==> src/inc/iag_params.svh <==
// Constants for the indirect address generator: widths, reset values and cycle counts.
`ifndef IAG_PARAMS_SVH
`define IAG_PARAMS_SVH

// ==========================================================================
// Widths
`define IAG_W 16
`define IAG_SHORT_W 6
`define IAG_NUM_PTR 5

// ==========================================================================
// Reset values
`define IAG_PTR_RST 16'h0000
`define IAG_OFF_RST 16'h0000
`define IAG_MOD_RST 16'hFFFF

// ==========================================================================
// Modifier encodings
`define IAG_MOD_LINEAR 16'hFFFF
`define IAG_MOD_R0_ONLY_BIT 15

// ==========================================================================
// Extra instruction cycles per mode
`define IAG_EXTRA_NONE 2'h0
`define IAG_EXTRA_IDX_OFF 2'h1
`define IAG_EXTRA_SHORT 2'h1
`define IAG_EXTRA_LONG 2'h2

`endif

==> src/inc/iag_pkg.sv <==
// Types shared by the indirect address generator modules.
`include "iag_params.svh"

package iag_pkg;

  // ========================================================================
  // Enumerations
  typedef enum logic [2:0] {
    IAG_NO_UPD,
    IAG_POST_INC,
    IAG_POST_DEC,
    IAG_POST_UPD_OFF,
    IAG_IDX_OFF,
    IAG_IDX_SHORT,
    IAG_IDX_LONG
  } iag_mode_t;

  typedef enum logic [2:0] {
    IAG_PTR_ZERO,
    IAG_PTR_ONE,
    IAG_PTR_TWO,
    IAG_PTR_THREE,
    IAG_STACK_POINTER
  } iag_ptr_sel_t;

  typedef enum logic [2:0] {
    IAG_REG_PTR_ZERO,
    IAG_REG_PTR_ONE,
    IAG_REG_PTR_TWO,
    IAG_REG_PTR_THREE,
    IAG_REG_STACK_POINTER,
    IAG_REG_OFFSET,
    IAG_REG_MODIFIER
  } iag_reg_sel_t;

  typedef enum logic {
    IAG_SPACE_DATA,
    IAG_SPACE_PROG
  } iag_space_t;

  typedef enum logic [1:0] {
    IAG_SIZE_WORD,
    IAG_SIZE_BYTE,
    IAG_SIZE_LONG
  } iag_size_t;

  // ========================================================================
  // Carriers
  typedef struct packed {
    iag_space_t space;
    iag_mode_t mode;
    iag_ptr_sel_t ptr;
    iag_size_t size;
    logic dual_first;
    logic dual_second;
    logic shift_cnt;
    logic fetch_data;
    logic [`IAG_SHORT_W-1:0] disp_short;
    logic [`IAG_W-1:0] disp_long;
  } iag_req_t;

  typedef struct packed {
    logic [`IAG_W-1:0] ea;
    iag_space_t space;
    logic on_chip_only;
  } iag_rsp_t;

  typedef struct packed {
    logic [`IAG_NUM_PTR-1:0][`IAG_W-1:0] ptr;
    logic [`IAG_W-1:0] offset;
    logic [`IAG_W-1:0] modifier;
  } iag_regs_t;

endpackage

==> src/hw/iag_ptr_reg.sv <==
// One address pointer register with a load port and an update port.
`timescale 1ns/1ns
`include "iag_params.svh"

module iag_ptr_reg import iag_pkg::*; (
  input wire logic ref_clk_in,
  input wire logic nrst_in,
  input wire logic ld_en_in,
  input wire logic [`IAG_W-1:0] ld_data_in,
  input wire logic upd_en_in,
  input wire logic [`IAG_W-1:0] upd_data_in,
  output logic [`IAG_W-1:0] q_out
);

  // A direct load from the core wins over an address update in the same cycle.
  always_ff @(posedge ref_clk_in or negedge nrst_in) begin
    if (!nrst_in) begin
      q_out <= `IAG_PTR_RST;
    end else if (ld_en_in) begin
      q_out <= ld_data_in;
    end else if (upd_en_in) begin
      q_out <= upd_data_in;
    end
  end

endmodule

==> src/hw/iag_mod_unit.sv <==
// Linear or modulo adder for pointer plus step.
`timescale 1ns/1ns
`include "iag_params.svh"

module iag_mod_unit import iag_pkg::*; (
  input wire logic [`IAG_W-1:0] ptr_in,
  input wire logic [`IAG_W-1:0] step_in,
  input wire logic [`IAG_W-1:0] modifier_in,
  input wire logic mod_en_in,
  output logic [`IAG_W-1:0] result_out
);

  logic [`IAG_W-1:0] mask;
  logic [`IAG_W-1:0] lin;
  logic [`IAG_W:0] size;
  logic [`IAG_W:0] sum;
  logic [`IAG_W:0] wrapped;

  // The buffer base is aligned to the smallest power of two not below the modulus.
  // A step larger in magnitude than the modulus gives no defined result.
  always_comb begin
    mask = modifier_in;
    for (int i = 1; i < `IAG_W; i = i * 2) begin
      mask = mask | (mask >> i);
    end
    lin = ptr_in + step_in;
    size = {1'b0, modifier_in} + 17'h00001;
    sum = {1'b0, ptr_in & mask} + {step_in[`IAG_W-1], step_in};
    wrapped = sum;
    if (step_in[`IAG_W-1] && sum[`IAG_W]) begin
      wrapped = sum + size;
    end else if (!step_in[`IAG_W-1] && (sum > {1'b0, modifier_in})) begin
      wrapped = sum - size;
    end
    if (mod_en_in) begin
      result_out = (ptr_in & ~mask) | (wrapped[`IAG_W-1:0] & mask);
    end else begin
      result_out = lin;
    end
  end

endmodule

==> src/hw/iag_indirect_address_generator.sv <==
// Effective-address generator for address-register-indirect operand modes.
`timescale 1ns/1ns
`include "iag_params.svh"

module iag_indirect_address_generator import iag_pkg::*; (
  input wire logic ref_clk_in,
  input wire logic nrst_in,
  input wire iag_req_t req_in,
  input wire logic req_valid_in,
  output logic req_ready_out,
  input wire logic wr_en_in,
  input wire iag_reg_sel_t wr_sel_in,
  input wire logic [`IAG_W-1:0] wr_data_in,
  output iag_rsp_t rsp_out,
  output logic rsp_valid_out,
  output logic rej_out,
  output logic [`IAG_W-1:0] ptr_zero_out,
  output iag_regs_t regs_out
);

  // ========================================================================
  // Declarations
  typedef enum logic {
    IAG_ST_IDLE,
    IAG_ST_WAIT
  } iag_state_t;

  iag_state_t state_q;
  logic [1:0] wait_cnt_q;
  iag_rsp_t pend_q;
  logic [`IAG_W-1:0] offset_q;
  logic [`IAG_W-1:0] modifier_q;
  logic [`IAG_NUM_PTR-1:0][`IAG_W-1:0] ptr_val;
  logic [`IAG_NUM_PTR-1:0] ptr_ld;
  logic [`IAG_NUM_PTR-1:0] ptr_upd;
  logic [`IAG_W-1:0] cur_ptr;
  logic [`IAG_W-1:0] step;
  logic [`IAG_W-1:0] calc;
  logic [`IAG_W-1:0] ea;
  logic mod_en;
  logic is_general;
  logic upd_ptr;
  logic [1:0] extra;
  logic illegal;
  logic accept;
  iag_rsp_t rsp_d;

  // ========================================================================
  // Pointer registers
  // The stack pointer sits at the last index, so the general pointers are
  // exactly the low four entries.
  assign is_general = (req_in.ptr != IAG_STACK_POINTER);

  // Loads come from register-direct moves; updates come from accepted modes.
  always_comb begin
    ptr_ld = '0;
    ptr_upd = '0;
    if (wr_en_in && (wr_sel_in <= IAG_REG_STACK_POINTER)) begin
      ptr_ld[wr_sel_in[2:0]] = 1'b1;
    end
    if (accept && !illegal && upd_ptr) begin
      ptr_upd[req_in.ptr] = 1'b1;
    end
  end

  genvar gi;
  generate
    for (gi = 0; gi < `IAG_NUM_PTR; gi = gi + 1) begin : g_ptr
      iag_ptr_reg u_ptr (
        .ref_clk_in(ref_clk_in),
        .nrst_in(nrst_in),
        .ld_en_in(ptr_ld[gi]),
        .ld_data_in(wr_data_in),
        .upd_en_in(ptr_upd[gi]),
        .upd_data_in(calc),
        .q_out(ptr_val[gi])
      );
    end
  endgenerate

  // ========================================================================
  // Shared offset register
  // One offset serves every pointer; no mode ever changes it.
  always_ff @(posedge ref_clk_in or negedge nrst_in) begin
    if (!nrst_in) begin
      offset_q <= `IAG_OFF_RST;
    end else if (wr_en_in && (wr_sel_in == IAG_REG_OFFSET)) begin
      offset_q <= wr_data_in;
    end
  end

  // ========================================================================
  // Modifier register
  // All ones selects linear arithmetic, which is also the reset state.
  always_ff @(posedge ref_clk_in or negedge nrst_in) begin
    if (!nrst_in) begin
      modifier_q <= `IAG_MOD_RST;
    end else if (wr_en_in && (wr_sel_in == IAG_REG_MODIFIER)) begin
      modifier_q <= wr_data_in;
    end
  end

  // ========================================================================
  // Arithmetic type
  // The type is decoded from the modifier contents at calculation time, so a
  // new modifier value takes effect on the next calculation without any
  // help from the instruction word. Pointer one opts out when the top bit of
  // a non-linear modifier is set, which lets pointer zero walk a circular
  // buffer while pointer one stays linear.
  always_comb begin
    mod_en = 1'b0;
    case (req_in.ptr)
      IAG_PTR_ZERO: begin
        mod_en = (modifier_q != `IAG_MOD_LINEAR);
      end
      IAG_PTR_ONE: begin
        mod_en = (modifier_q != `IAG_MOD_LINEAR) &&
                 !modifier_q[`IAG_MOD_R0_ONLY_BIT];
      end
      default: begin
        mod_en = 1'b0;
      end
    endcase
    if (req_in.mode == IAG_IDX_SHORT) begin
      mod_en = 1'b0;
    end
  end

  // ========================================================================
  // Step selection
  // The offset and the long displacement are two's-complement values, so a
  // plain sixteen-bit add wraps them correctly in linear mode.
  always_comb begin
    step = '0;
    case (req_in.mode)
      IAG_POST_INC: begin
        step = 16'h0001;
      end
      IAG_POST_DEC: begin
        step = 16'hFFFF;
      end
      IAG_POST_UPD_OFF, IAG_IDX_OFF: begin
        step = offset_q;
      end
      IAG_IDX_SHORT: begin
        if (req_in.ptr == IAG_STACK_POINTER) begin
          step = {10'h3FF, req_in.disp_short};
        end else begin
          step = {10'h000, req_in.disp_short};
        end
      end
      IAG_IDX_LONG: begin
        step = req_in.disp_long;
      end
      default: begin
        step = '0;
      end
    endcase
  end

  assign cur_ptr = ptr_val[req_in.ptr];

  // ========================================================================
  // Adder
  iag_mod_unit u_mod (
    .ptr_in(cur_ptr),
    .step_in(step),
    .modifier_in(modifier_q),
    .mod_en_in(mod_en),
    .result_out(calc)
  );

  // ========================================================================
  // Address, write-back and cycle cost per mode
  // Post modes use the old pointer and write the sum back; indexed modes use
  // the sum as the address and leave every register untouched.
  always_comb begin
    ea = cur_ptr;
    upd_ptr = 1'b0;
    extra = `IAG_EXTRA_NONE;
    case (req_in.mode)
      IAG_NO_UPD: begin
        ea = cur_ptr;
      end
      IAG_POST_INC, IAG_POST_DEC, IAG_POST_UPD_OFF: begin
        ea = cur_ptr;
        upd_ptr = 1'b1;
      end
      IAG_IDX_OFF: begin
        ea = calc;
        extra = `IAG_EXTRA_IDX_OFF;
      end
      IAG_IDX_SHORT: begin
        ea = calc;
        extra = `IAG_EXTRA_SHORT;
      end
      IAG_IDX_LONG: begin
        ea = calc;
        extra = `IAG_EXTRA_LONG;
      end
      default: begin
        ea = cur_ptr;
      end
    endcase
  end

  // ========================================================================
  // Legality checks
  // A rejected request changes no register and produces no address.
  always_comb begin
    illegal = 1'b0;
    if (req_in.ptr > IAG_STACK_POINTER) begin
      illegal = 1'b1;
    end
    if (req_in.mode > IAG_IDX_LONG) begin
      illegal = 1'b1;
    end
    if (req_in.space == IAG_SPACE_PROG) begin
      if (!((req_in.mode == IAG_POST_INC) || (req_in.mode == IAG_POST_UPD_OFF))) begin
        illegal = 1'b1;
      end
      if (!is_general || req_in.fetch_data) begin
        illegal = 1'b1;
      end
    end else if ((req_in.mode == IAG_POST_UPD_OFF) && (req_in.size != IAG_SIZE_WORD)) begin
      illegal = 1'b1;
    end
    if ((req_in.mode == IAG_IDX_SHORT) &&
        !((req_in.ptr == IAG_PTR_TWO) || (req_in.ptr == IAG_STACK_POINTER))) begin
      illegal = 1'b1;
    end
    if ((req_in.dual_first || req_in.dual_second) && (req_in.ptr == IAG_PTR_TWO)) begin
      illegal = 1'b1;
    end
    if (req_in.dual_second && (req_in.ptr != IAG_PTR_THREE)) begin
      illegal = 1'b1;
    end
    if (req_in.shift_cnt && (req_in.ptr != IAG_PTR_ZERO)) begin
      illegal = 1'b1;
    end
  end

  // ========================================================================
  // Handshake and answer
  // The second read of a dual read is marked on-chip only, so the memory
  // interface never routes it to the external bus.
  assign req_ready_out = (state_q == IAG_ST_IDLE);
  assign accept = req_valid_in && req_ready_out;

  always_comb begin
    rsp_d.ea = ea;
    rsp_d.space = req_in.space;
    rsp_d.on_chip_only = req_in.dual_second;
  end

  // ========================================================================
  // Sequencer
  // Indexed modes hold the address back for their extra cycles; the unit
  // stays busy meanwhile, which stalls the decoder through req_ready_out.
  always_ff @(posedge ref_clk_in or negedge nrst_in) begin
    if (!nrst_in) begin
      state_q <= IAG_ST_IDLE;
      wait_cnt_q <= 2'h0;
      pend_q <= '0;
    end else begin
      case (state_q)
        IAG_ST_IDLE: begin
          if (accept && !illegal && (extra != `IAG_EXTRA_NONE)) begin
            state_q <= IAG_ST_WAIT;
            wait_cnt_q <= extra;
            pend_q <= rsp_d;
          end
        end
        IAG_ST_WAIT: begin
          if (wait_cnt_q == 2'h1) begin
            state_q <= IAG_ST_IDLE;
          end
          wait_cnt_q <= wait_cnt_q - 2'h1;
        end
        default: begin
          state_q <= IAG_ST_IDLE;
        end
      endcase
    end
  end

  // Answer flops: one cycle after acceptance, or after the extra cycles.
  always_ff @(posedge ref_clk_in or negedge nrst_in) begin
    if (!nrst_in) begin
      rsp_out <= '0;
      rsp_valid_out <= 1'b0;
      rej_out <= 1'b0;
    end else begin
      rsp_valid_out <= 1'b0;
      rej_out <= accept && illegal;
      if (accept && !illegal && (extra == `IAG_EXTRA_NONE)) begin
        rsp_out <= rsp_d;
        rsp_valid_out <= 1'b1;
      end else if ((state_q == IAG_ST_WAIT) && (wait_cnt_q == 2'h1)) begin
        rsp_out <= pend_q;
        rsp_valid_out <= 1'b1;
      end
    end
  end

  // ========================================================================
  // Register view
  // Pointer zero is brought out on its own for the shift count instruction
  // and as a conditional transfer source.
  assign ptr_zero_out = ptr_val[IAG_PTR_ZERO];

  always_comb begin
    regs_out.ptr = ptr_val;
    regs_out.offset = offset_q;
    regs_out.modifier = modifier_q;
  end

endmodule

==> config.mk <==
export PLATFORM = sky130hd
export DESIGN_NAME = iag_indirect_address_generator
export DESIGN_NICKNAME = d
export VERILOG_FILES = /design/src/inc/iag_pkg.sv /design/src/hw/iag_ptr_reg.sv /design/src/hw/iag_mod_unit.sv /design/src/hw/iag_indirect_address_generator.sv
export VERILOG_INCLUDE_DIRS = /design/src /design/src/inc
export SDC_FILE = /design/constraint.sdc
export NUM_CORES = 1
export LEC_CHECK = 0
export ABC_AREA = 1
export BUFFER_PORTS_ARGS = -buffer_cell sky130_fd_sc_hd__buf_2
export CORE_UTILIZATION = 47
export DETAILED_ROUTE_END_ITERATION = 16
export PLACE_DENSITY = 0.67
export SYNTH_ARGS = -nofsm -noshare
export SYNTH_HDL_FRONTEND = slang
export SYNTH_HIERARCHICAL = 1
export SYNTH_SLANG_ARGS = --single-unit
==> constraint.sdc <==
create_clock -name ref_clk_in -period 5.32 [get_ports ref_clk_in]
set_clock_uncertainty 0.15 [all_clocks]
set_input_delay 0 -clock ref_clk_in [delete_from_list [all_inputs] [get_ports ref_clk_in]]
set_output_delay 0 -clock ref_clk_in [all_outputs]
set_load 0.01 [all_outputs]
==> impl_metrics.tcl, run 1 <==
set metrics [dict create \
    outcome "completed" \
    post-route-period-util 0.967 \
    cts_num_sinks 153 \
    synthToLayoutAreaGrowth_pct 29.0 \
    drv_slew 0 \
    htree_levels 4 \
    utilization 0.619 \
    placement_rows 61 \
    cts_buffers 17 \
    cp_common_cell "nand2_4" \
    grt_pass1_wl_um 81800 \
    insertion_delay_ns 0.44 \
    timing.final.crit_period_ns 5.15 \
    fin_nets 2551 \
    syn_nets 2183 \
    hold-worst-slack_ns 0.0317 \
    synth-edff-count 0 \
    drt-initial-drc-count 1423 \
    leakage_nw 9.63 \
    synth_seq_cells 153 \
    drv_cap 0 \
    fmax_mhz 194 \
    pre_cts_ws_ns -0.151 \
    diodes 0 \
    stdcell_area_um2 17200 \
    first_pass_iters 6 \
    syn_avg_cell_area_um2 6.56 \
    ys_seq_area_frac 0.288 \
    drcViolationCount 0 \
    ioPinCount 207 \
    core_area_um2 27900 \
    cp.required_ns 5.54 \
    avgRoutedWirePerCell_um 19.4 \
    fillCellCount 2678 \
    synthesis.area_um2 13400 \
    powerDensity_nw_per_um2 420 \
    peakVddDrop_uv 218 \
    port_buffers 206 \
    finalWirelength_um 54300 \
    crit_fanout 6 \
    synth.distinct_cells 50 \
    finalPower_w 0.00725 \
    clk_pin_slew_worst_paths_ns 0.07 \
    cpMaxStageDelayCell "dfstp_2" \
    ctsRootBufferMaster "clkbuf_16" \
    synthesis.yosys.warnings 6 \
    viasPerCell 5.52 \
    synth_cells 2039 \
    hold_class "in2reg" \
    initial_core_util 0.480 \
    cts_buffer_depth 2 \
    grt_use_total 0.374 \
    synthArstFlopShare 1.00 \
    start_kind "register" \
    drive_gt1_frac 0.252 \
    max_stage_delay_ns 0.38 \
    grt_pass1_vias 14337 \
    die_h_um 171 \
    grt_max_degree 97 \
    via_count 15434 \
    ant_nets 0 \
    critPathKind "reg2reg" \
    hold_violations 0 \
    antenna_found_initial 0 \
    grt_overflow_total 0 \
    synth_flop_cell "dfrtp_1" \
    setup_viol 0 \
    place.gp.congestion 1.02 \
    die_w_um 171 \
    cp-end-kind "register" \
    fin_ws_ns 0.173 \
    place_area_um2 15900 \
    dp_hpwl_um 43100 \
    cts_tree "yes" \
    worstPathArrival_ns 5.37 \
    relSlewSlack 0.307 \
    worstMarginPinSlew_ns 1.04 \
    die_area_um2 29100 \
]
==> registers in the layout, summed over array words and instances, names as in the netlist <==
| register | count |
|---|---|
| g_ptr.u_ptr/q_out | 80 |
| modifier_q | 16 |
| offset_q | 16 |
| pend_q | 18 |
| rej_out | 1 |
| rsp_out | 18 |
| rsp_valid_out | 1 |
| state_q | 1 |
| wait_cnt_q | 2 |
==> routing by layer <==
metal	up-vias	track usage	wire length, um
met2	776	0.610	25400
met1	7234	0.495	22400
met3	121	0.0518	4340
met4	0	0.156	2170
li1	7303	-	-
met5	-	0	0
==> final timing paths <==
kind	start	endpoint	slack [ns]	cells past startpoint
setup / recovery	modifier_q[14]$_DFFE_PN1P_	g_ptr[4].u_ptr/q_out[7]$_DFFE_PN0P_	0.17	36
hold / removal	req_in[33]	wait_cnt_q[0]$_DFFE_PN0P_	0.03	7
setup reg to reg	modifier_q[14]$_DFFE_PN1P_	g_ptr[4].u_ptr/q_out[7]$_DFFE_PN0P_	0.17	36
hold reg to reg	pend_q[14]$_DFFE_PN0P_	pend_q[14]$_DFFE_PN0P_	0.34	2
max in group asynchronous	nrst_in	pend_q[14]$_DFFE_PN0P_	3.61	3
min in group asynchronous	nrst_in	g_ptr[2].u_ptr/q_out[10]$_DFFE_PN0P_	0.05	2
==> worst max-delay path: cells and delay by family, from the launching register on <==
family | cells | cell delay (ns)
compound gates | 3 | 0.51
flops | 1 | 0.38
buf+inv | 8 | 1.04
simple gates | 22 | 2.17
fa+ha+maj | 2 | 0.57
xor+xnor | 1 | 0.25
==> through the flow <==
stage	setup TNS, ns	cells
6_report	0	2797
5_1_grt	-1.94	2797
4_1_cts	0	2787
3_5_place_dp	-1.35	2734
3_3_place_gp	-0.0825	2734
2_1_floorplan	0	2039
==> repair_timing <==
item,CTS,global route
setup buffers,0,8
pin swaps,0,25
gates cloned,0,2
hold buffers,22,0
setup endpoints to repair,26,96
endpoints found under the hold margin,207,0
resized for setup,4,105
==> cell families (layout without fill, tap and decap cells) <==
group	Yosys count	after routing	synth area share
AOI/OAI and AO/OA	250	250	0.103
and+or+nand+nor	1170	1170	0.386
buffers and inverters	348	728	0.119
DFF	153	153	0.288
adders and majority gates	86	86	0.0827
xor gates and xnor gates	32	32	0.0210
==> cell type report <==
type	instances	area [um2]	area share
Clock buffer	21	460	0.0267
Clock inverter	10	191	0.0111
Inverter	249	937	0.0543
Multi-Input combinational cell	1538	8310	0.482
Sequential cell	153	3850	0.223
Tap cell	378	473	0.0274
Timing Repair Buffer	448	3030	0.176
==> Yosys cell counts, types with 7 or more instances <==
library cell,number,area share
a21o_1,9,0.0051
o21bai_1,8,0.0045
or2_2,8,0.0037
dfstp_2,16,0.031
buf_4,24,0.013
nor2_1,103,0.029
o21ai_0,95,0.036
xor2_1,28,0.018
a21oi_1,96,0.036
buf_2,10,0.0037
clkbuf_1,38,0.011
ha_1,82,0.077
a31oi_1,7,0.0033
dfrtp_1,137,0.26
nand3_2,12,0.0090
buf_6,22,0.019
inv_2,11,0.0031
nand4_1,32,0.015
nand3_1,265,0.099
inv_1,235,0.066
nand2_1,704,0.20
o21ai_2,7,0.0046
nor3_1,13,0.0049
o21ai_1,10,0.0037
==> placed cells by master (no fill, tap or decap), types with 6 or more instances in the layout <==
cell	instances
nand2_4	11
nor2_4	6
buf_4	210
nor2_8	6
a31oi_1	6
dfrtp_1	137
nand3b_1	6
nor2_2	7
ha_1	76
nand3_1	258
o21ai_0	83
nor3_1	8
nand2_1	679
o21ai_2	9
nand3_2	19
xor2_1	26
nand2_2	19
a21oi_2	12
a21o_1	9
o21bai_1	8
o21ai_1	20
buf_2	205
or2_2	8
inv_1	227
dlygate4sd3_1	22
a21oi_1	84
dfstp_2	16
clkbuf_16	19
nand4_1	32
inv_2	18
buf_12	6
nor2_1	98
==> power by group <==
group	total, W	leakage [nW]	switching (W)	internal (W)
sequential	0.00170	1.91	0.000236	0.00147
combinational	0.00418	7.42	0.00251	0.00167
clock	0.00137	0.310	0.000511	0.000858
(Power assumes the default switching activity.)
==> run 2: changes to the inputs <==
BUFFER_PORTS_ARGS = unset   (was -buffer_cell sky130_fd_sc_hd__buf_2)
DONT_BUFFER_PORTS = 1   (was unset)
PLACE_DENSITY = 0.61   (was 0.67)
==> run 2 against run 1 <==
  * Sequential power is 6% higher
  * Worst hold slack got worse by 0.027 ns
  * Total power shrank 7.2%
  * Clock power down 6%
  * Non-clock buffer count is 221 lower
  * Combinational power decreased by 13%
  * Fmax shrank 0.22%
  * Routed wire length shrank 5.0%
  * Flip-flop and latch count is the same
  * Critical endpoint is now g_ptr[2].u_ptr/q_out[4]$_DFFE_PN0P_
  * Largest power group unchanged
==> impl_metrics.tcl, run 2 (synthesized netlist as in run 1, its figures left out) <==
set metrics [dict create \
    outcome "completed" \
    grt_pass1_wl_um 78800 \
    insertion_delay_ns 0.45 \
    p_seq_frac 0.269 \
    reg2reg_slack_ns 0.16 \
    final_common_cell "nand2_1" \
    start_kind "register" \
    cp.required_ns 5.54 \
    avgRoutedWirePerCell_um 20.0 \
    finalWirelength_um 51600 \
    numPlacedInstances 2489 \
    fin_cells 2577 \
    port_buffers 0 \
    clkPwrFrac 0.192 \
    powerDensity_nw_per_um2 418 \
    grt_use_total 0.356 \
    grt_pass1_vias 13554 \
    netSwitchingFraction 0.475 \
    drcViolationCount 0 \
    antenna_found_initial 0 \
    leakage_nw 8.64 \
    crit_fanout 6 \
    die_w_um 171 \
    ioPinCount 207 \
    cpMaxStageDelayCell "dfstp_2" \
    drv_cap 0 \
    worstMarginPinSlew_ns 1.03 \
    cp_common_cell "nand2_4" \
    final_cell_mix "676 x nand2_1, 247 x nand3_1, 230 x inv_1" \
    core_area_um2 27900 \
    grt_max_degree 154 \
    drt-initial-drc-count 1145 \
    dp_hpwl_um 40000 \
    rsz0062_at_grt "true" \
    initial_core_util 0.480 \
    synthToLayoutAreaGrowth_pct 20.5 \
    critPathKind "reg2reg" \
    drive_gt1_frac 0.174 \
    comb_power_share 0.539 \
    relSlewSlack 0.314 \
    cts_num_sinks 153 \
    ctsRootBufferMaster "clkbuf_16" \
    peakVddDrop_uv 254 \
    drv_slew 0 \
    htree_levels 4 \
    die_area_um2 29100 \
    diodes 0 \
    placement_rows 61 \
    fmax_mhz 194 \
    timing.final.crit_period_ns 5.16 \
    viasPerCell 5.59 \
    cp-end-kind "register" \
    setup_viol 0 \
    p_int_w 0.00353 \
    max_stage_delay_ns 0.38 \
    grt_overflow_total 0 \
    clk_pin_slew_worst_paths_ns 0.08 \
    via_count 14413 \
    largest_reg_flops 80 \
    largest-register "g_ptr.u_ptr/q_out" \
    first_pass_iters 6 \
    ant_nets 0 \
    post-route-period-util 0.970 \
    worstPathArrival_ns 5.38 \
    hold_violations 0 \
    hold_class "in2async" \
    die_h_um 171 \
    reg_top3 "g_ptr.u_ptr/q_out (80), pend_q (18), rsp_out (18)" \
    p_switching_w 0.00320 \
    cts_tree "yes" \
    place.gp.congestion 0.953 \
    cts_buffers 17 \
    cts_buffer_depth 2 \
    tns_ns 0 \
    fin_nets 2330 \
]
[run 2: cell types whose count changed in the layout (fill, tap and decap cells not counted), sizes merged]
cell and delta:
inv +5, bufinv -4, clkbuf -5, buf -239, clkinv +3, dlygate4sd3 +20
[run 2: repair_timing]
| action | 4_1_cts | 5_1_grt |
|---|---|---|
| gates resized for setup | 1 | 118 |
| setup endpoints to repair | 8 | 96 |
| hold buffers | 43 | 0 |
| gates cloned | 0 | 2 |
| endpoints found under the hold margin | 281 | 0 |
| buffers inserted | 0 | 12 |
| pin swaps | 0 | 37 |
[run 2: power groups by stage]
stage,clock [W],sequential (W),combinational (W)
6_report,0.00129,0.00181,0.00362
5_1_grt,0.00135,0.00184,0.00397
4_1_cts,0.00131,0.00180,0.00332
3_5_place_dp,0,0.00182,0.00323
3_3_place_gp,0,0.00182,0.00322
2_1_floorplan,0,0.00180,0.00198
[run 2: worst max-delay path, delay by kind of cell, from the launching register on]
family,cells,cell delay (ns)
compound gates,3,0.63
flops,1,0.38
xor+xnor,1,0.26
buf+inv,6,0.76
simple gates,24,2.27
fa+ha+maj,2,0.65
[run 2: metrics by stage]
stage | util | power [W] | hold slack, ns | area [um2] | worst slack [ns]
2_1_floorplan | - | 0.00378 | -0.446 | 13400 | 0.449
3_3_place_gp | 0.521 | 0.00504 | -0.443 | 14500 | 0.0127
3_5_place_dp | 0.521 | 0.00506 | -0.443 | 14500 | -0.0780
4_1_cts | 0.560 | 0.00643 | 0.00134 | 15600 | 0.0128
5_1_grt | 0.578 | 0.00716 | 0.0364 | 16100 | -0.105
6_report | 0.578 | 0.00673 | 0.00474 | 16100 | 0.162
[run 2: worst paths after layout]
check,from,to,depth (start not counted)
max,modifier_q[14]$_DFFE_PN1P_,g_ptr[2].u_ptr/q_out[4]$_DFFE_PN0P_,36
min,nrst_in,rsp_out[1]$_DFFE_PN0P_,2
max reg2reg,modifier_q[14]$_DFFE_PN1P_,g_ptr[2].u_ptr/q_out[4]$_DFFE_PN0P_,36
min reg2reg,pend_q[0]$_DFFE_PN0P_,pend_q[0]$_DFFE_PN0P_,2
max in group asynchronous,nrst_in,offset_q[15]$_DFFE_PN0P_,2
min in group ref_clk_in,req_in[29],rsp_out[17]$_DFFE_PN0P_,6
[run 2: final cells by class]
type,instances,area (um2)
Clock buffer,18,439
Inverter,249,937
Sequential cell,153,3850
Multi-Input combinational cell,1538,8330
Tap cell,378,473
Clock inverter,14,181
Timing Repair Buffer,227,1900
Fill cell,2748,11700
[run 2: metal layers]
| metal | wire length (um) | global-route usage | up-vias |
|---|---|---|---|
| met5 | 0 | 0 | - |
| met3 | 4170 | 0.0682 | 117 |
| met4 | 2250 | 0.146 | 0 |
| met1 | 20800 | 0.454 | 6778 |
| li1 | - | - | 6862 |
| met2 | 24300 | 0.589 | 656 |
